**src/common/spbc_map.vh**
```
// Purpose: offsets, field positions, reset values for the switch port bridge control
//          and express capability register bank
// Assumes: 32-bit classic wishbone, word aligned registers, byte address = offset
// Notes:   included by the register and video decode design files of the block, not by the reset trigger
// Operation
// - legacy video forward bit 3 set forwards video addresses, clear blocks them
// - bit 4 picks 10-bit aliased or 16-bit video I/O decode, only while forwarding
// - setting bit 6 starts secondary bus reset, upstream or downstream variant by port
// - capability header bits 7:0 read fixed 0x10
// - header bits 15:8 next pointer, reset 0xC0, lock-writable
// - header bits 19:16 version, reset 0x2, lock-writable
// - header bits 23:20 read-only port type, 0x5 upstream, 0x6 downstream
// - header bit 24 marks slot; upstream port keeps it zero
// - header bits 29:25 interrupt message number read zero
// - device capabilities bits 2:0 max payload, default 0x4 (2048 bytes)
// - device capabilities bits 4:3 phantom functions hardwired zero
// - device capabilities bit 5 extended tag, reset 0x1, lock-writable
// - latency fields bits 8:6 and 11:9 hardwired zero
// - bits 12, 13, 14 legacy indicator flags read zero
// - bit 15 role based error support reads fixed 1
`ifndef SPBC_MAP_VH
`define SPBC_MAP_VH

// register byte offsets
`define SPBC_ADR_CAP_HDR        8'h40
`define SPBC_ADR_DEV_CAP        8'h44
`define SPBC_ADR_BRIDGE         8'h80
`define SPBC_ADR_LOCK           8'h84
`define SPBC_ADR_STATUS         8'h88

// bridge control upper fields
`define SPBC_BC_VIDEO_FWD       3
`define SPBC_BC_VIDEO_WIDE      4
`define SPBC_BC_SBR             6

// capability header fields
`define SPBC_CH_ID_LSB          0
`define SPBC_CH_NXT_LSB         8
`define SPBC_CH_VER_LSB         16
`define SPBC_CH_TYPE_LSB        20
`define SPBC_CH_SLOT            24
`define SPBC_CAP_ID             8'h10
`define SPBC_NXT_PTR_RST        8'hC0
`define SPBC_VER_RST            4'h2
`define SPBC_TYPE_UP            4'h5
`define SPBC_TYPE_DOWN          4'h6

// device capabilities fields
`define SPBC_DC_MPS_LSB         0
`define SPBC_DC_EXTENDED_TAG_SUPPORT            5
`define SPBC_DC_ROLE_BASED_ERROR_SUPPORT           15
`define SPBC_MPS_RST            3'h4
`define SPBC_EXTENDED_TAG_SUPPORT_RST           1'b1

// lock and status fields
`define SPBC_LK_OPEN            0
`define SPBC_ST_SBR             0
`define SPBC_ST_UPSTREAM        1
`define SPBC_ST_LOCK_OPEN       2
`define SPBC_ST_UNMAPPED        3
`define SPBC_ST_LOCKED_WR       4

// legacy video decode windows
`define SPBC_VMEM_LO            32'h000A_0000
`define SPBC_VMEM_HI            32'h000B_FFFF
`define SPBC_VIO_A_LO           10'h3B0
`define SPBC_VIO_A_HI           10'h3BB
`define SPBC_VIO_B_LO           10'h3C0
`define SPBC_VIO_B_HI           10'h3DF

`endif

```
**src/rtl/spbc_regs.v**
```verilog
// Purpose: bridge control upper half, express capability header and device
//          capabilities registers of one switch port, on a classic wishbone slave
// Assumes: single clock, synchronous active high reset, 32-bit data bus
// Notes:   every access is acked one cycle after it is seen; unmapped reads return zero
`timescale 1ns/1ps
`include "spbc_map.vh"
module spbc_regs #(
    parameter UPSTREAM = 0,
    parameter AW       = 8
) (
    input  wire          clk_i,
    input  wire          rst_i,
    input  wire          wb_cyc_i,
    input  wire          wb_stb_i,
    input  wire          wb_we_i,
    input  wire [AW-1:0] wb_adr_i,
    input  wire [3:0]    wb_sel_i,
    input  wire [31:0]   wb_dat_i,
    output reg  [31:0]   wb_dat_o,
    output reg           wb_ack_o,
    input  wire          req_valid_i,
    input  wire          req_is_io_i,
    input  wire [31:0]   req_addr_i,
    output reg           video_hit_o,
    output reg           video_hit_valid_o,
    output reg           legacy_video_forward_o,
    output reg           legacy_video_wide_decode_o,
    output reg           sbr_upstream_o,
    output reg           sbr_downstream_o,
    output reg           sbr_start_o
);
    // ------------------------------------------------------------------
    // helpers
    // ------------------------------------------------------------------
    // merge write data into a word under the byte lane enables
    function [31:0] spbc_merge;
        input [31:0] old_word;
        input [31:0] new_word;
        input [3:0]  sel;
        integer      i;
        begin
            spbc_merge = old_word;
            for (i = 0; i < 4; i = i + 1) begin
                if (sel[i]) begin
                    spbc_merge[i*8 +: 8] = new_word[i*8 +: 8];
                end
            end
        end
    endfunction

    // compare a bus address against a register offset, word granular
    function spbc_hit;
        input [AW-1:0] adr;
        input [7:0]    offset;
        begin
            spbc_hit = (adr[AW-1:2] == offset[AW-1:2]);
        end
    endfunction

    // ------------------------------------------------------------------
    // software visible state
    // ------------------------------------------------------------------
    reg        video_fwd_reg;
    reg        video_wide_reg;
    reg        sbr_reg;
    reg [7:0]  next_ptr_reg;
    reg [3:0]  cap_ver_reg;
    reg        slot_reg;
    reg [2:0]  max_payload_reg;
    reg        ext_tag_reg;
    reg        lock_open_reg;
    reg        unmapped_seen_reg;
    reg        locked_write_seen_reg;

    reg        video_fwd_next;
    reg        video_wide_next;
    reg        sbr_next;
    reg [7:0]  next_ptr_next;
    reg [3:0]  cap_ver_next;
    reg        slot_next;
    reg [2:0]  max_payload_next;
    reg        ext_tag_next;
    reg        lock_open_next;
    reg        unmapped_seen_next;
    reg        locked_write_seen_next;

    // ------------------------------------------------------------------
    // read images
    // ------------------------------------------------------------------
    wire [31:0] bridge_word;
    wire [31:0] cap_hdr_word;
    wire [31:0] dev_cap_word;
    wire [31:0] lock_word;
    wire [31:0] status_word;
    wire [3:0]  port_type;

    assign port_type = (UPSTREAM != 0) ? `SPBC_TYPE_UP : `SPBC_TYPE_DOWN;

    // only bits 3, 4 and 6 exist; bit 5 and 15:7 stay zero
    assign bridge_word = {25'h000_0000,
                          sbr_reg,
                          1'b0,
                          video_wide_reg,
                          video_fwd_reg,
                          3'h0};

    // 31:30 reserved and 29:25 message number both read zero
    assign cap_hdr_word = {2'h0,
                           5'h00,
                           slot_reg,
                           port_type,
                           cap_ver_reg,
                           next_ptr_reg,
                           `SPBC_CAP_ID};

    // fields above 17 belong to a neighbouring block and read zero here
    assign dev_cap_word = {16'h0000,
                           1'b1,
                           3'h0,
                           3'h0,
                           3'h0,
                           ext_tag_reg,
                           2'h0,
                           max_payload_reg};

    assign lock_word   = {31'h0000_0000, lock_open_reg};
    assign status_word = {27'h000_0000,
                          locked_write_seen_reg,
                          unmapped_seen_reg,
                          lock_open_reg,
                          (UPSTREAM != 0),
                          sbr_reg};

    // ------------------------------------------------------------------
    // bus decode
    // ------------------------------------------------------------------
    wire        bus_req;
    wire        bus_wr;
    wire        sel_bridge;
    wire        sel_cap_hdr;
    wire        sel_dev_cap;
    wire        sel_lock;
    wire        sel_status;
    wire        sel_any;
    wire [31:0] wr_bridge;
    wire [31:0] wr_cap_hdr;
    wire [31:0] wr_dev_cap;
    wire [31:0] wr_lock;
    wire [31:0] wr_status;

    // a request is taken once; the registered ack keeps a held request from repeating
    assign bus_req     = wb_cyc_i & wb_stb_i & ~wb_ack_o;
    assign bus_wr      = bus_req & wb_we_i;
    assign sel_bridge  = spbc_hit(wb_adr_i, `SPBC_ADR_BRIDGE);
    assign sel_cap_hdr = spbc_hit(wb_adr_i, `SPBC_ADR_CAP_HDR);
    assign sel_dev_cap = spbc_hit(wb_adr_i, `SPBC_ADR_DEV_CAP);
    assign sel_lock    = spbc_hit(wb_adr_i, `SPBC_ADR_LOCK);
    assign sel_status  = spbc_hit(wb_adr_i, `SPBC_ADR_STATUS);
    assign sel_any     = sel_bridge | sel_cap_hdr | sel_dev_cap | sel_lock | sel_status;

    assign wr_bridge  = spbc_merge(bridge_word, wb_dat_i, wb_sel_i);
    assign wr_cap_hdr = spbc_merge(cap_hdr_word, wb_dat_i, wb_sel_i);
    assign wr_dev_cap = spbc_merge(dev_cap_word, wb_dat_i, wb_sel_i);
    assign wr_lock    = spbc_merge(lock_word, wb_dat_i, wb_sel_i);
    assign wr_status  = spbc_merge(32'h0000_0000, wb_dat_i, wb_sel_i);

    // ------------------------------------------------------------------
    // next state
    // ------------------------------------------------------------------
    always @* begin
        video_fwd_next         = video_fwd_reg;
        video_wide_next        = video_wide_reg;
        sbr_next               = sbr_reg;
        next_ptr_next          = next_ptr_reg;
        cap_ver_next           = cap_ver_reg;
        slot_next              = slot_reg;
        max_payload_next       = max_payload_reg;
        ext_tag_next           = ext_tag_reg;
        lock_open_next         = lock_open_reg;
        unmapped_seen_next     = unmapped_seen_reg;
        locked_write_seen_next = locked_write_seen_reg;

        if (bus_wr && sel_bridge) begin
            video_fwd_next  = wr_bridge[`SPBC_BC_VIDEO_FWD];
            video_wide_next = wr_bridge[`SPBC_BC_VIDEO_WIDE];
            sbr_next        = wr_bridge[`SPBC_BC_SBR];
        end

        if (bus_wr && sel_cap_hdr) begin
            if (lock_open_reg) begin
                next_ptr_next = wr_cap_hdr[`SPBC_CH_NXT_LSB +: 8];
                cap_ver_next  = wr_cap_hdr[`SPBC_CH_VER_LSB +: 4];
                // the upstream link never has a slot, so the bit stays zero there
                slot_next     = (UPSTREAM == 0) & wr_cap_hdr[`SPBC_CH_SLOT];
            end
        end

        if (bus_wr && sel_dev_cap) begin
            if (lock_open_reg) begin
                max_payload_next = wr_dev_cap[`SPBC_DC_MPS_LSB +: 3];
                ext_tag_next     = wr_dev_cap[`SPBC_DC_EXTENDED_TAG_SUPPORT];
            end
        end

        if (bus_wr && sel_lock) begin
            lock_open_next = wr_lock[`SPBC_LK_OPEN];
        end

        // sticky flags: write one to clear, a new event in the same cycle wins
        if (bus_wr && sel_status) begin
            if (wr_status[`SPBC_ST_UNMAPPED]) begin
                unmapped_seen_next = 1'b0;
            end
            if (wr_status[`SPBC_ST_LOCKED_WR]) begin
                locked_write_seen_next = 1'b0;
            end
        end
        if (bus_req && !sel_any) begin
            unmapped_seen_next = 1'b1;
        end
        if (bus_wr && !lock_open_reg && (sel_cap_hdr || sel_dev_cap)) begin
            locked_write_seen_next = 1'b1;
        end
    end

    // ------------------------------------------------------------------
    // registers
    // ------------------------------------------------------------------
    always @(posedge clk_i) begin
        if (rst_i) begin
            video_fwd_reg         <= 1'b0;
            video_wide_reg        <= 1'b0;
            sbr_reg               <= 1'b0;
            next_ptr_reg          <= `SPBC_NXT_PTR_RST;
            cap_ver_reg           <= `SPBC_VER_RST;
            slot_reg              <= 1'b0;
            max_payload_reg       <= `SPBC_MPS_RST;
            ext_tag_reg           <= `SPBC_EXTENDED_TAG_SUPPORT_RST;
            lock_open_reg         <= 1'b0;
            unmapped_seen_reg     <= 1'b0;
            locked_write_seen_reg <= 1'b0;
        end else begin
            video_fwd_reg         <= video_fwd_next;
            video_wide_reg        <= video_wide_next;
            sbr_reg               <= sbr_next;
            next_ptr_reg          <= next_ptr_next;
            cap_ver_reg           <= cap_ver_next;
            slot_reg              <= slot_next;
            max_payload_reg       <= max_payload_next;
            ext_tag_reg           <= ext_tag_next;
            lock_open_reg         <= lock_open_next;
            unmapped_seen_reg     <= unmapped_seen_next;
            locked_write_seen_reg <= locked_write_seen_next;
        end
    end

    // ------------------------------------------------------------------
    // bus answer
    // ------------------------------------------------------------------
    // read data shows the image of a read access; a write access returns zero
    always @(posedge clk_i) begin
        if (rst_i) begin
            wb_ack_o <= 1'b0;
            wb_dat_o <= 32'h0000_0000;
        end else begin
            wb_ack_o <= bus_req;
            if (bus_req && !wb_we_i) begin
                case (1'b1)
                    sel_bridge:  wb_dat_o <= bridge_word;
                    sel_cap_hdr: wb_dat_o <= cap_hdr_word;
                    sel_dev_cap: wb_dat_o <= dev_cap_word;
                    sel_lock:    wb_dat_o <= lock_word;
                    sel_status:  wb_dat_o <= status_word;
                    default:     wb_dat_o <= 32'h0000_0000;
                endcase
            end else if (bus_req) begin
                wb_dat_o <= 32'h0000_0000;
            end
        end
    end

    // ------------------------------------------------------------------
    // control outputs
    // ------------------------------------------------------------------
    wire video_hit;
    wire video_hit_valid;
    wire sbr_up;
    wire sbr_down;
    wire sbr_start;

    spbc_video_decode u_video (
        .clk_i       (clk_i),
        .rst_i       (rst_i),
        .fwd_en_i    (video_fwd_reg),
        .wide_en_i   (video_wide_reg),
        .req_valid_i (req_valid_i),
        .req_is_io_i (req_is_io_i),
        .req_addr_i  (req_addr_i),
        .hit_o       (video_hit),
        .hit_valid_o (video_hit_valid)
    );

    // software must not retune the port while this runs; nothing here enforces it
    spbc_sbr_trigger #(
        .UPSTREAM (UPSTREAM)
    ) u_sbr (
        .clk_i       (clk_i),
        .rst_i       (rst_i),
        .sbr_bit_i   (sbr_reg),
        .sbr_up_o    (sbr_up),
        .sbr_down_o  (sbr_down),
        .sbr_start_o (sbr_start)
    );

    // one more flop so every top output comes straight from a register
    always @(posedge clk_i) begin
        if (rst_i) begin
            video_hit_o                <= 1'b0;
            video_hit_valid_o          <= 1'b0;
            legacy_video_forward_o     <= 1'b0;
            legacy_video_wide_decode_o <= 1'b0;
            sbr_upstream_o             <= 1'b0;
            sbr_downstream_o           <= 1'b0;
            sbr_start_o                <= 1'b0;
        end else begin
            video_hit_o                <= video_hit;
            video_hit_valid_o          <= video_hit_valid;
            legacy_video_forward_o     <= video_fwd_reg;
            legacy_video_wide_decode_o <= video_fwd_reg & video_wide_reg;
            sbr_upstream_o             <= sbr_up;
            sbr_downstream_o           <= sbr_down;
            sbr_start_o                <= sbr_start;
        end
    end
endmodule

```
**src/rtl/spbc_video_decode.v**
```verilog
// Purpose: decides whether a primary side request hits the legacy video ranges
// Assumes: request fields are stable in the cycle req_valid_i is high
// Notes:   result is registered, one cycle after the request
`timescale 1ns/1ps
`include "spbc_map.vh"
module spbc_video_decode (
    input  wire        clk_i,
    input  wire        rst_i,
    input  wire        fwd_en_i,
    input  wire        wide_en_i,
    input  wire        req_valid_i,
    input  wire        req_is_io_i,
    input  wire [31:0] req_addr_i,
    output reg         hit_o,
    output reg         hit_valid_o
);
    wire io_lo_match;
    wire io_hi_ok;
    wire mem_match;
    assign io_lo_match = ((req_addr_i[9:0] >= `SPBC_VIO_A_LO) && (req_addr_i[9:0] <= `SPBC_VIO_A_HI)) ||
                         ((req_addr_i[9:0] >= `SPBC_VIO_B_LO) && (req_addr_i[9:0] <= `SPBC_VIO_B_HI));
    // 10-bit mode ignores upper bits so every 1 KB alias hits
    assign io_hi_ok    = ~wide_en_i | (req_addr_i[15:10] == 6'h00);
    assign mem_match   = (req_addr_i >= `SPBC_VMEM_LO) && (req_addr_i <= `SPBC_VMEM_HI);

    always @(posedge clk_i) begin
        if (rst_i) begin
            hit_o       <= 1'b0;
            hit_valid_o <= 1'b0;
        end else begin
            hit_valid_o <= req_valid_i;
            if (req_valid_i) begin
                // forwarding off blocks everything, width bit then has no effect
                hit_o <= fwd_en_i & (req_is_io_i ? (io_lo_match & io_hi_ok) : mem_match);
            end
        end
    end
endmodule

```
**src/rtl/spbc_sbr_trigger.v**
```verilog
// Purpose: turns the secondary bus reset bit into the port's reset request
// Assumes: UPSTREAM fixed per port instance
// Notes:   level follows the bit, start pulses one cycle on the rising edge
`timescale 1ns/1ps
module spbc_sbr_trigger #(
    parameter UPSTREAM = 0
) (
    input  wire clk_i,
    input  wire rst_i,
    input  wire sbr_bit_i,
    output reg  sbr_up_o,
    output reg  sbr_down_o,
    output reg  sbr_start_o
);
    reg sbr_seen_reg;
    always @(posedge clk_i) begin
        if (rst_i) begin
            sbr_seen_reg <= 1'b0;
            sbr_up_o     <= 1'b0;
            sbr_down_o   <= 1'b0;
            sbr_start_o  <= 1'b0;
        end else begin
            sbr_seen_reg <= sbr_bit_i;
            sbr_up_o     <= (UPSTREAM != 0) & sbr_bit_i;
            sbr_down_o   <= (UPSTREAM == 0) & sbr_bit_i;
            sbr_start_o  <= sbr_bit_i & ~sbr_seen_reg;
        end
    end
endmodule

```
**config.mk**
```make
export PLATFORM = sky130hd
export DESIGN_NAME = spbc_regs
export DESIGN_NICKNAME = d
export VERILOG_FILES = /design/src/rtl/spbc_regs.v /design/src/rtl/spbc_video_decode.v /design/src/rtl/spbc_sbr_trigger.v
export VERILOG_INCLUDE_DIRS = /design/src /design/src/common
export SDC_FILE = /design/constraint.sdc
export NUM_CORES = 1
export LEC_CHECK = 0
export BUFFER_PORTS_ARGS = -buffer_cell sky130_fd_sc_hd__buf_2
export CAP_MARGIN = 40
export CORE_MARGIN = 2
export CORE_UTILIZATION = 31
export DETAILED_ROUTE_END_ITERATION = 7
export HOLD_SLACK_MARGIN = 0.02
export SYNTH_ARGS = -nofsm -noshare
export SYNTH_HDL_FRONTEND = slang
export SYNTH_SLANG_ARGS = --single-unit
```
**constraint.sdc**
```tcl
create_clock -name clk_i -period 2.06 [get_ports clk_i]
set_input_delay 0.309 -clock clk_i [delete_from_list [all_inputs] [get_ports clk_i]]
set_output_delay 0.309 -clock clk_i [all_outputs]
set_load 0.02 [all_outputs]
```
# Yosys cells after proc, flatten, opt, wreduce, memory -nomap -nowiden
# Index checks and enable logic that the tools add are counted.
# classes
magnitude_cmp	6
n_eq_ne	5
muxes	15
bitwise_logic	15
reduce_logical	31
# ops
op	count
32-bit two-way mux	2
25-bit two-way mux	2
32-bit by 20-bit greater-or-equal comparator with 1-bit output, second input constant	1
32-bit by 20-bit <= comparator with 1-bit output, second input constant	1
10-bit greater-or-equal comparator, second input constant	2
10-bit <= comparator, second input constant	2
6-bit equality test, second input constant	3
16-bit two-way mux	1
5-bit two-way mux	3
6-bit by 5-bit equality test with 1-bit output, second input constant	2
1-bit logical AND	12
3-bit AND reduction	4
2-bit nonzero test	5
2-bit AND reduction	4
1-bit AND	7
1-bit two-way mux	7
6-bit logical NOT	1
1-bit bitwise OR	5
1-bit logical NOT	3
1-bit inverter	3
1-bit logical OR	2
# word_totals
reg_bits	66
input_bits	83
out_inout_bits	40

# Logic depth before layout (Yosys ltp)
# Gate-level depths: netlist of run 1.
# logic_depth
word_depth	9
depth_mapped	6

# Modules after synthesis
# A second synthesis of run 1 with hierarchy kept.
# hier_totals
cells_unflattened	240
hier_area_um2	2337.2
# modules_own_cells
module	instances	cells_each	area_each_um2	seq_area_each_um2
spbc_regs	1	215	2103.3	1041.0
spbc_video_decode	1	19	163.9	40.0
spbc_sbr_trigger	1	6	70.1	40.0

# Worst setup path before layout of run 1
# OpenSTA, ideal clock, no wires.
# synth_timing
path_type	input to register
startpoint	in wb_adr_i[3]
endpoint	reg next_ptr_reg[6]
setup_ps	120
arrival_time_ps	1859
setup_slack_ps	81
cell_stages	5
n_path_buf	1
cell_sequence	or4_1 buf_6 nor4_4 nor2b_1 a211o_1
# synth_via
elab_chain_cells	3
# synth_lines
element	line_no	source
start, declared	spbc_regs.v:16	input wire [AW-1:0] wb_adr_i,
6-bit by 5-bit equality test with 1-bit output	spbc_regs.v:56	spbc_hit = (adr[AW-1:2] == offset[AW-1:2]);
1-bit logical AND	spbc_regs.v:189	if (bus_wr && sel_cap_hdr) begin
3-bit AND reduction (no source line)	-	
end signal, assigned	spbc_regs.v:234	next_ptr_reg <= `SPBC_NXT_PTR_RST;
end signal, assigned	spbc_regs.v:246	next_ptr_reg <= next_ptr_next;
end, declared	spbc_regs.v:66	reg [7:0] next_ptr_reg;
# No other way between the ends.
# A chain may end at the register's enable or synchronous reset.

# Worst setup path after layout of run 1
# layout_timing
startpoint	reg lock_open_reg
endpoint	reg locked_write_seen_reg
# layout_via
elab_chain_cells	5
word_cells_on_any_way	7
# layout_lines
element	line_no	source
start, declared	spbc_regs.v:71	reg lock_open_reg;
start signal, assigned	spbc_regs.v:251	lock_open_reg <= lock_open_next;
1-bit logical NOT *	spbc_regs.v:221	if (bus_wr && !lock_open_reg && (sel_cap_hdr || sel_dev_cap)) begin
1-bit logical AND * (2 in series)	spbc_regs.v:221	
2-bit nonzero test (no source line)	-	
2-bit AND reduction (no source line)	-	
end signal, assigned	spbc_regs.v:253	locked_write_seen_reg <= locked_write_seen_next;
end, declared	spbc_regs.v:73	reg locked_write_seen_reg;
# Every way passes the cells marked *; elsewhere a longest branch is shown, timed or not.

==> results of run 1 <==
## stage by stage
step | std cells | hold slack [ns] | utilization
2_1_floorplan | 255 | 0.384 | -
3_3_place_gp | 438 | 0.391 | 0.405
6_report | 446 | 0.198 | 0.417
4_1_cts | 446 | 0.183 | 0.417
3_5_place_dp | 438 | 0.397 | 0.405
5_1_grt | 446 | 0.183 | 0.417
## synthesized netlist by cell type (5+ instances only)
master    number  area share
a211o_1        5       0.019
mux2i_1       16       0.069
nor2b_1       13       0.035
dfxtp_1       55        0.47
nor4_1         6       0.016
nand2_1       10       0.016
or4_1          5       0.016
buf_4         12       0.039
nor2_1        35       0.057
a21oi_1       11       0.024
clkbuf_1      11       0.018
a22oi_1       14       0.045
## cell families (layout without fill, tap and decap cells)
kind of cell	Yosys count	count (layout)	share of synthesized area
mux	16	16	0.0689
flops	55	55	0.474
compound gates	43	43	0.129
buf+inv	29	121	0.0700
other cells	1	11	0.00161
simple gates	101	101	0.256
## per-layer routing
metal  part of all wire  up-vias  wire, µm  track usage
met5                  0        -         0            0
met4              0.010        0        59       0.0423
met3              0.080        5       467       0.0451
met2               0.46       81      2700        0.237
met1               0.44      945      2580        0.171
li1                   -     1059         -            -
## worst max-delay path by stage
stage	slack (ns)	endpoint	cells after the start
floorplan	0.08	next_ptr_reg[6]$_SDFFE_PP1P_	5
global placement	0.04	next_ptr_reg[7]$_SDFFE_PP1P_	6
detailed placement	0.004	next_ptr_reg[7]$_SDFFE_PP1P_	6
CTS	0.28	locked_write_seen_reg$_SDFFE_PP0P_	4
global route	0.23	locked_write_seen_reg$_SDFFE_PP0P_	4
finish	0.27	locked_write_seen_reg$_SDFFE_PP0P_	4
## layout make-up
type / instances / area (µm²) / area share
Multi-Input combinational cell: 171 / 1100 / 0.365
Timing Repair Buffer: 111 / 598 / 0.198
Tap cell: 99 / 124 / 0.0409
Clock buffer: 5 / 68.8 / 0.0227
Sequential cell: 55 / 1100 / 0.364
Clock inverter: 3 / 22.5 / 0.00744
Inverter: 2 / 7.51 / 0.00248
## report_power, final
part	switching [mW]	leakage, nW	internal, mW
clock network	0.363	0.0485	0.244
logic	0.103	0.818	0.0774
registers	0.00165	0.444	1.07
==> flow_metrics.env, run 1 <==
export IMPL_setup_slack_ns=0.274
export IMPL_drt_total_wl_um=5810
export IMPL_syn2layout_area_growth_pct=30.2
export IMPL_ys_types=40
export IMPL_worstHoldPathType="in2reg"
export IMPL_crit_buf_inv=0
export IMPL_grt_max_degree=32
export IMPL_via_per_inst=4.69
export IMPL_cts_resized=0
export IMPL_avgSynthCellArea_um2=9.48
export IMPL_startpoint_type="register"
export IMPL_dp_slack_ns=0.00428
export IMPL_wire_per_inst_um=13.0
export IMPL_maxCapViolCount=0
export IMPL_hp_start="wb_dat_i[14]"
export IMPL_crit_start="lock_open_reg$_SDFFE_PP0P_"
export IMPL_synthCells=245
export IMPL_ys_flop_type="dfxtp_1"
export IMPL_rsz0062_at_grt="no"
export IMPL_dieArea_um2=8200
export IMPL_p_total_mw=1.86
export IMPL_ctsRootBufferMaster="clkbuf_8"
export IMPL_grt_pass1_vias=1989
export IMPL_largest_register_ffs=21
export IMPL_crit_chain="or4b_2 > nor4_1 > nor2_1 > a311oi_1"
export IMPL_start_util=0.320
export IMPL_timing_reg2reg_setup_slack_ns=0.27
export IMPL_die_y_um=90.6
export IMPL_cts_hold_buf=0
export IMPL_min_period_ns=1.79
export IMPL_fmax_ghz=0.560
export IMPL_layout_common_cells="buf_2, dfxtp_1, nor2_1, buf_4, mux2i_1"
export IMPL_whs_path_depth=2
export IMPL_hold_end="next_ptr_reg[6]$_SDFFE_PP1P_"
export IMPL_cp_max_fo=8
export IMPL_status="finished clean"
export IMPL_overflow=0
export IMPL_fin_area_um2=3030
export IMPL_antenna_left=0
export IMPL_final_common_cell="buf_2"
export IMPL_grt_pass1_wl_um=9350
export IMPL_layout_drive_gt1_share=0.363
export IMPL_r2r_start="lock_open_reg$_SDFFE_PP0P_"
export IMPL_postCtsSetupBuffers=0
export IMPL_arrival_ns=2.01
export IMPL_synthArstFlopShare=0
export IMPL_drt_iter0_markers=104
export IMPL_crit_required_ns=2.29
export IMPL_netlist_area_um2=2320
export IMPL_antennaDiodeCount=0
export IMPL_cts_tree="yes"
export IMPL_path_delay_family="simple AND/OR/NAND/NOR gates"
export IMPL_finalSetupViolCount=0
export IMPL_crit_slowest_cell="or4b_2"
export IMPL_gp_congestion=0.739
export IMPL_antenna_found_initial=1
export IMPL_skew_ns=0.00715
export IMPL_cts_buffer_depth=2
export IMPL_drv_slew=0
export IMPL_ioPinCount=123
export IMPL_hold_viol=0
export IMPL_clkLatencyLatePin_ns=0.31
export IMPL_cts_sinks=55
export IMPL_p_leak_nw=1.31
export IMPL_core_area_um2=7250
export IMPL_yosys_warnings=0
export IMPL_route_detailed_drc=0
export IMPL_io_buffers=94
export IMPL_finalSetupTns_ns=0
export IMPL_dpl_cell_area_um2=2930
export IMPL_ys_ff_latch=55
export IMPL_powerDensity_nw_per_um2=614
export IMPL_die_w_um=90.6
export IMPL_clk_pin_slew_ns=0.10
export IMPL_final_nets=429
export IMPL_rr_endpoint="locked_write_seen_reg$_SDFFE_PP0P_"
export IMPL_cpPeakStageDelay_ns=0.68
export IMPL_finalCritPeriodShare=0.867
export IMPL_path_class="reg2reg"
export IMPL_dp_hpwl_um=4430
export IMPL_vdd_drop_max_v=0.000292
export IMPL_end_kind="register"
export IMPL_r2r_cells=4
export IMPL_fill_cells=738
export IMPL_vias=2090
export IMPL_yosysSeqAreaShare=0.474
export IMPL_htree_levels=2
export IMPL_grt_usage=0.141
export IMPL_first_pass_iters=6
export IMPL_numCtsBuffers=5
export IMPL_rows=31
export IMPL_synth_edff_count=0
Power figures use the tool's default switching activity.
==> run 2: changes to the inputs <==
--- a/config.mk
+++ b/config.mk
@@ -12,6 +12,7 @@
 export CORE_UTILIZATION = 31
 export DETAILED_ROUTE_END_ITERATION = 7
 export HOLD_SLACK_MARGIN = 0.02
+export PLACE_DENSITY = 0.64
 export SYNTH_ARGS = -nofsm -noshare
 export SYNTH_HDL_FRONTEND = slang
 export SYNTH_SLANG_ARGS = --single-unit
==> flow_metrics.env, run 2 (synthesis gave the netlist of run 1 again) <==
export IMPL_status="finished clean"
export IMPL_crit_slowest_cell="or4b_2"
export IMPL_min_period_ns=1.72
export IMPL_r2r_cells=4
export IMPL_first_pass_iters=4
export IMPL_path_depth=4
export IMPL_grt_pass1_wl_um=9180
export IMPL_cts_sinks=55
export IMPL_clk_pin_slew_ns=0.10
export IMPL_crit_chain="or4b_2 > nor4_1 > nor2_1 > a311oi_1"
export IMPL_antennaDiodeCount=0
export IMPL_whs_path_depth=2
export IMPL_clkLatencyLatePin_ns=0.31
export IMPL_gp_congestion=0.783
export IMPL_maxCapViolCount=0
export IMPL_finalSetupViolCount=0
export IMPL_layout_drive_gt1_share=0.356
export IMPL_drt_total_wl_um=5610
export IMPL_io_buffers=94
export IMPL_htree_levels=2
export IMPL_grt_pass1_vias=1993
export IMPL_dp_hpwl_um=4310
export IMPL_cts_resized=0
export IMPL_grt_usage=0.137
export IMPL_core_area_um2=7250
export IMPL_ioPinCount=123
export IMPL_ctsRootBufferMaster="clkbuf_8"
export IMPL_antenna_left=0
export IMPL_arrival_ns=1.95
export IMPL_cpPeakStageDelay_ns=0.70
export IMPL_final_common_cell="buf_2"
export IMPL_cts_buffer_depth=2
export IMPL_numCtsBuffers=5
export IMPL_die_w_um=90.6
export IMPL_cts_tree="yes"
export IMPL_vdd_drop_max_v=0.000278
export IMPL_largest_register_ffs=21
export IMPL_finalSetupTns_ns=0
export IMPL_path_delay_family="simple AND/OR/NAND/NOR gates"
export IMPL_layout_common_cells="buf_2, dfxtp_1, nor2_1, mux2i_1, a22oi_1"
export IMPL_cts_hold_buf=0
export IMPL_dieArea_um2=8200
export IMPL_antenna_found_initial=0
export IMPL_powerDensity_nw_per_um2=620
export IMPL_syn2layout_area_growth_pct=29.8
export IMPL_path_class="reg2reg"
export IMPL_fmax_ghz=0.581
export IMPL_via_per_inst=4.76
export IMPL_overflow=0
export IMPL_crit_required_ns=2.29
export IMPL_wire_per_inst_um=12.7
export IMPL_worstHoldPathType="in2reg"
export IMPL_drv_slew=0
export IMPL_startpoint_type="register"
export IMPL_grt_max_degree=24
export IMPL_die_y_um=90.6
export IMPL_rows=31
export IMPL_end_kind="register"
export IMPL_vias=2102
export IMPL_drt_iter0_markers=90
export IMPL_route_detailed_drc=0
export IMPL_skew_ns=0.00743
export IMPL_final_nets=425
export IMPL_rsz0062_at_grt="no"
export IMPL_finalCritPeriodShare=0.836
export IMPL_start_util=0.320
export IMPL_utilization=0.416
export IMPL_p_leak_nw=1.29
export IMPL_postCtsSetupBuffers=0
export IMPL_cp_max_fo=8
export IMPL_hold_viol=0
export IMPL_crit_buf_inv=0
## run 2: path summary, 6_finish.rpt
check	start	endpoint	slack (ns)
max reg2reg	lock_open_reg$_SDFFE_PP0P_	locked_write_seen_reg$_SDFFE_PP0P_	0.34
max	lock_open_reg$_SDFFE_PP0P_	locked_write_seen_reg$_SDFFE_PP0P_	0.34
min	wb_dat_i[5]	ext_tag_reg$_SDFFE_PP1P_	0.20
min reg2reg	u_sbr.sbr_down_o$_SDFF_PP0_	u_sbr.sbr_start_o$_SDFF_PP0_	0.42
## run 2: area by class of cell
type | count | area [µm²]
Fill cell | 744 | 4240
Clock buffer | 6 | 82.6
Inverter | 2 | 7.51
Tap cell | 99 | 124
Sequential cell | 55 | 1100
Multi-Input combinational cell | 171 | 1100
Timing Repair Buffer | 107 | 581
Clock inverter | 2 | 16.3
## run 2: where the power goes
group | internal, mW | switching (mW) | total, mW
Sequential | 1.07 | 0.00191 | 1.07
Clock | 0.275 | 0.348 | 0.623
Combinational | 0.0761 | 0.101 | 0.177
Total | 1.42 | 0.451 | 1.87
## run 2: per-layer routing
| layer | share of wire | global-route usage | routed length (µm) |
|---|---|---|---|
| met5 | 0 | 0 | 0 |
| met4 | 0.0087 | 0.0372 | 49 |
| met1 | 0.42 | 0.157 | 2330 |
| met2 | 0.48 | 0.234 | 2670 |
| met3 | 0.098 | 0.0551 | 548 |
## run 2: per-stage QoR
| step | std cells | area [µm²] | total power [mW] | hold WS (ns) | worst slack [ns] |
|---|---|---|---|---|---|
| floorplan | 255 | 2360 | 1.19 | 0.384 | 0.0813 |
| global placement | 434 | 2920 | 1.27 | 0.396 | 0.0519 |
| detailed placement | 434 | 2920 | 1.27 | 0.407 | 0.0294 |
| CTS | 442 | 3020 | 1.89 | 0.194 | 0.322 |
| global route | 442 | 3020 | 1.96 | 0.185 | 0.218 |
| finish | 442 | 3020 | 1.87 | 0.197 | 0.337 |
==> run 3: changes to the inputs <==
--- a/config.mk
+++ b/config.mk
@@ -6,6 +6,7 @@
 export SDC_FILE = /design/constraint.sdc
 export NUM_CORES = 1
 export LEC_CHECK = 0
+export ABC_AREA = 1
 export BUFFER_PORTS_ARGS = -buffer_cell sky130_fd_sc_hd__buf_2
 export CAP_MARGIN = 40
 export CORE_MARGIN = 2
==> constraint.sdc (replaced) <==
create_clock -name clk_i -period 1.5 [get_ports clk_i]
set_input_delay 0.225 -clock clk_i [delete_from_list [all_inputs] [get_ports clk_i]]
set_output_delay 0.225 -clock clk_i [all_outputs]
set_load 0.02 [all_outputs]
==> flow_metrics.env, run 3 <==
export IMPL_min_period_ns=1.36
export IMPL_final_nets=510
export IMPL_clkLatencyLatePin_ns=0.31
export IMPL_ys_types=24
export IMPL_grt_pass1_wl_um=9740
export IMPL_instances_no_fill=527
export IMPL_start_util=0.324
export IMPL_die_w_um=91.7
export IMPL_dp_hpwl_um=4530
export IMPL_htree_levels=2
export IMPL_yosys_warnings=0
export IMPL_dr_wl_met2_um=2920
export IMPL_via_per_inst=4.49
export IMPL_synth_top_area_frac=0.462
export IMPL_powerDensity_nw_per_um2=918
export IMPL_final_common_cell="buf_2"
export IMPL_drt_iter0_markers=84
export IMPL_fill_cells=808
export IMPL_path_depth=6
export IMPL_routed_top_layer="met4"
export IMPL_crit_start="wb_ack_o$_SDFF_PP0_"
export IMPL_syn2layout_area_growth_pct=30.2
export IMPL_core_area_um2=7370
export IMPL_first_pass_iters=4
export IMPL_ys_flop_type="dfxtp_1"
export IMPL_cts_buffer_depth=2
export IMPL_cp_max_fo=18
export IMPL_yosys_top_cells_area="dfxtp_1, nand2_1, nand3_1"
export IMPL_hp_start="wb_dat_i[5]"
export IMPL_path_class="reg2reg"
export IMPL_startpoint_type="register"
export IMPL_grt_pass1_vias=2171
export IMPL_path_delay_family="simple AND/OR/NAND/NOR gates"
export IMPL_clk_pin_slew_ns=0.10
export IMPL_end_kind="register"
export IMPL_grt_usage=0.141
export IMPL_route_met3_wl_um=292
export IMPL_vias=2366
export IMPL_cts_tree="yes"
export IMPL_drv_slew=0
export IMPL_timing_reg2reg_setup_slack_ns=0.14
export IMPL_ys_ff_latch=55
export IMPL_p_leak_nw=1.44
export IMPL_synthCells=327
export IMPL_cts_sinks=55
export IMPL_ctsRootBufferMaster="clkbuf_8"
export IMPL_worst_path_most_repeated_cell="buf_4"
export IMPL_synthArstFlopShare=0
export IMPL_antenna_found_initial=0
export IMPL_worstHoldPathType="in2reg"
export IMPL_skew_ns=0.0102
export IMPL_placed_cells=516
export IMPL_antenna_left=0
export IMPL_largest_register_ffs=21
export IMPL_arrival_ns=1.60
export IMPL_rsz0062_at_grt="no"
export IMPL_wl_met1_um=2740
export IMPL_io_buffers=94
export IMPL_yosysSeqAreaShare=0.462
export IMPL_r2r_start="wb_ack_o$_SDFF_PP0_"
export IMPL_die_y_um=91.7
export IMPL_layout_common_cells="buf_2, nand2_1, dfxtp_1, nand3_1, a21oi_1"
export IMPL_route_detailed_drc=0
export IMPL_finalSetupViolCount=0
export IMPL_synth_edff_count=0
export IMPL_cts_hold_buf=0
export IMPL_whs_ns=0.119
export IMPL_drt_total_wl_um=5970
export IMPL_gp_congestion=0.805
export IMPL_synth_top_area_cell="dfxtp_1"
export IMPL_numCtsBuffers=5
export IMPL_rr_endpoint="unmapped_seen_reg$_SDFFE_PP0P_"
export IMPL_grt_max_degree=29
export IMPL_fmax_ghz=0.736
export IMPL_crit_end="unmapped_seen_reg$_SDFFE_PP0P_"
export IMPL_crit_buf_inv=2
export IMPL_crit_required_ns=1.75
export IMPL_vdd_drop_max_v=0.000574
export IMPL_hold_viol=0
export IMPL_dieArea_um2=8410
export IMPL_r2r_cells=6
export IMPL_finalSetupTns_ns=0
export IMPL_netlist_area_um2=2380
export IMPL_rows=31
export IMPL_antennaDiodeCount=0
export IMPL_synthTopCellsByCount="nand2_1, dfxtp_1, nand3_1, a21oi_1, nor2_1"
export IMPL_maxCapViolCount=0
export IMPL_ioPinCount=123
export IMPL_layout_drive_gt1_share=0.304
export IMPL_overflow=0
export IMPL_cpPeakStageDelay_ns=0.34
export IMPL_finalCritPeriodShare=0.905
export IMPL_crit_chain="nand3b_1 > buf_4 > buf_4 > nor2_1 > nand2_1 > a21oi_1"
export IMPL_crit_slowest_cell="dfxtp_1"
export IMPL_wire_per_inst_um=11.3
export IMPL_yosys_cell_count_top_type="nand2_1"
export IMPL_avgSynthCellArea_um2=7.29
export IMPL_status="finished clean"
[run 3: cell count changes after synthesis, sizes merged, moves of 9 or more]
cell	change
a21oi	+24
nor2b	-12
nand2	+71
a22oi	-14
nand3	+44
inv	+22
nor4	-9
mux2i	-16
[run 3: power breakdown]
group / total, mW / leakage [nW] / internal [mW] / switching [mW]
combinational: 0.241 / 0.935 / 0.0994 / 0.141
sequential: 1.47 / 0.444 / 1.47 / 0.00268
clock: 1.14 / 0.0654 / 0.667 / 0.473
[run 3: worst min-delay path: cells and delay by family]
| family | cells | cell delay (ns) |
|---|---|---|
| AND/OR/NAND/NOR | 2 | 0.10 |
| buffers and inverters | 1 | 0.07 |
[run 3: what timing repair did]
item | 4_1_cts | 5_1_grt
endpoints found under the hold margin | 0 | 0
buffers inserted | 0 | 3
setup endpoints to repair | 0 | 1
resized for setup | 0 | 0
[run 3: cells by family (layout without fill, tap and decap cells)]
kind of cell | after synthesis | count (layout) | share of synthesized area
flip-flops | 55 | 55 | 0.462
AND/OR/NAND/NOR | 182 | 182 | 0.351
AO/OA/AOI/OAI | 39 | 39 | 0.0834
buffers and inverters | 50 | 141 | 0.102
other | 1 | 11 | 0.00157
[run 3: worst min-delay path by stage]
stage	end	depth (start not counted)
after CTS	ext_tag_reg$_SDFFE_PP1P_	3
final	ext_tag_reg$_SDFFE_PP1P_	3
after global placement	video_hit_valid_o$_SDFF_PP0_	2
after global routing	ext_tag_reg$_SDFFE_PP1P_	3
after detailed placement	sbr_start_o$_SDFF_PP0_	2
after floorplan	ext_tag_reg$_SDFFE_PP1P_	2
[run 3: through the flow]
step           worst slack, ns  power, mW  cell area (µm²)   util
6_report                 0.142       2.85             3100  0.421
5_1_grt                 0.0323       2.97             3100  0.421
4_1_cts                  0.159       2.86             3080  0.418
3_5_place_dp            0.0705       1.74             2950  0.400
3_3_place_gp            0.0943       1.73             2950  0.400
2_1_floorplan            0.253       1.64             2420      -
[run 3: final cells by class]
class,count,area (µm²),area share
flip-flops and latches,55,1100,0.355
multi-input cells,232,1080,0.347
repair buffers,108,576,0.185
well taps,99,124,0.0399
inverters,25,93.8,0.0302
clock buffers,6,72.6,0.0234
clock inverters,2,60.1,0.0193
[run 3: routing by layer]
layer / track usage / up-vias
li1: - / 1232
met1: 0.176 / 1069
met2: 0.247 / 61
met3: 0.0304 / 4
met4: 0.0323 / 0
met5: 0 / -
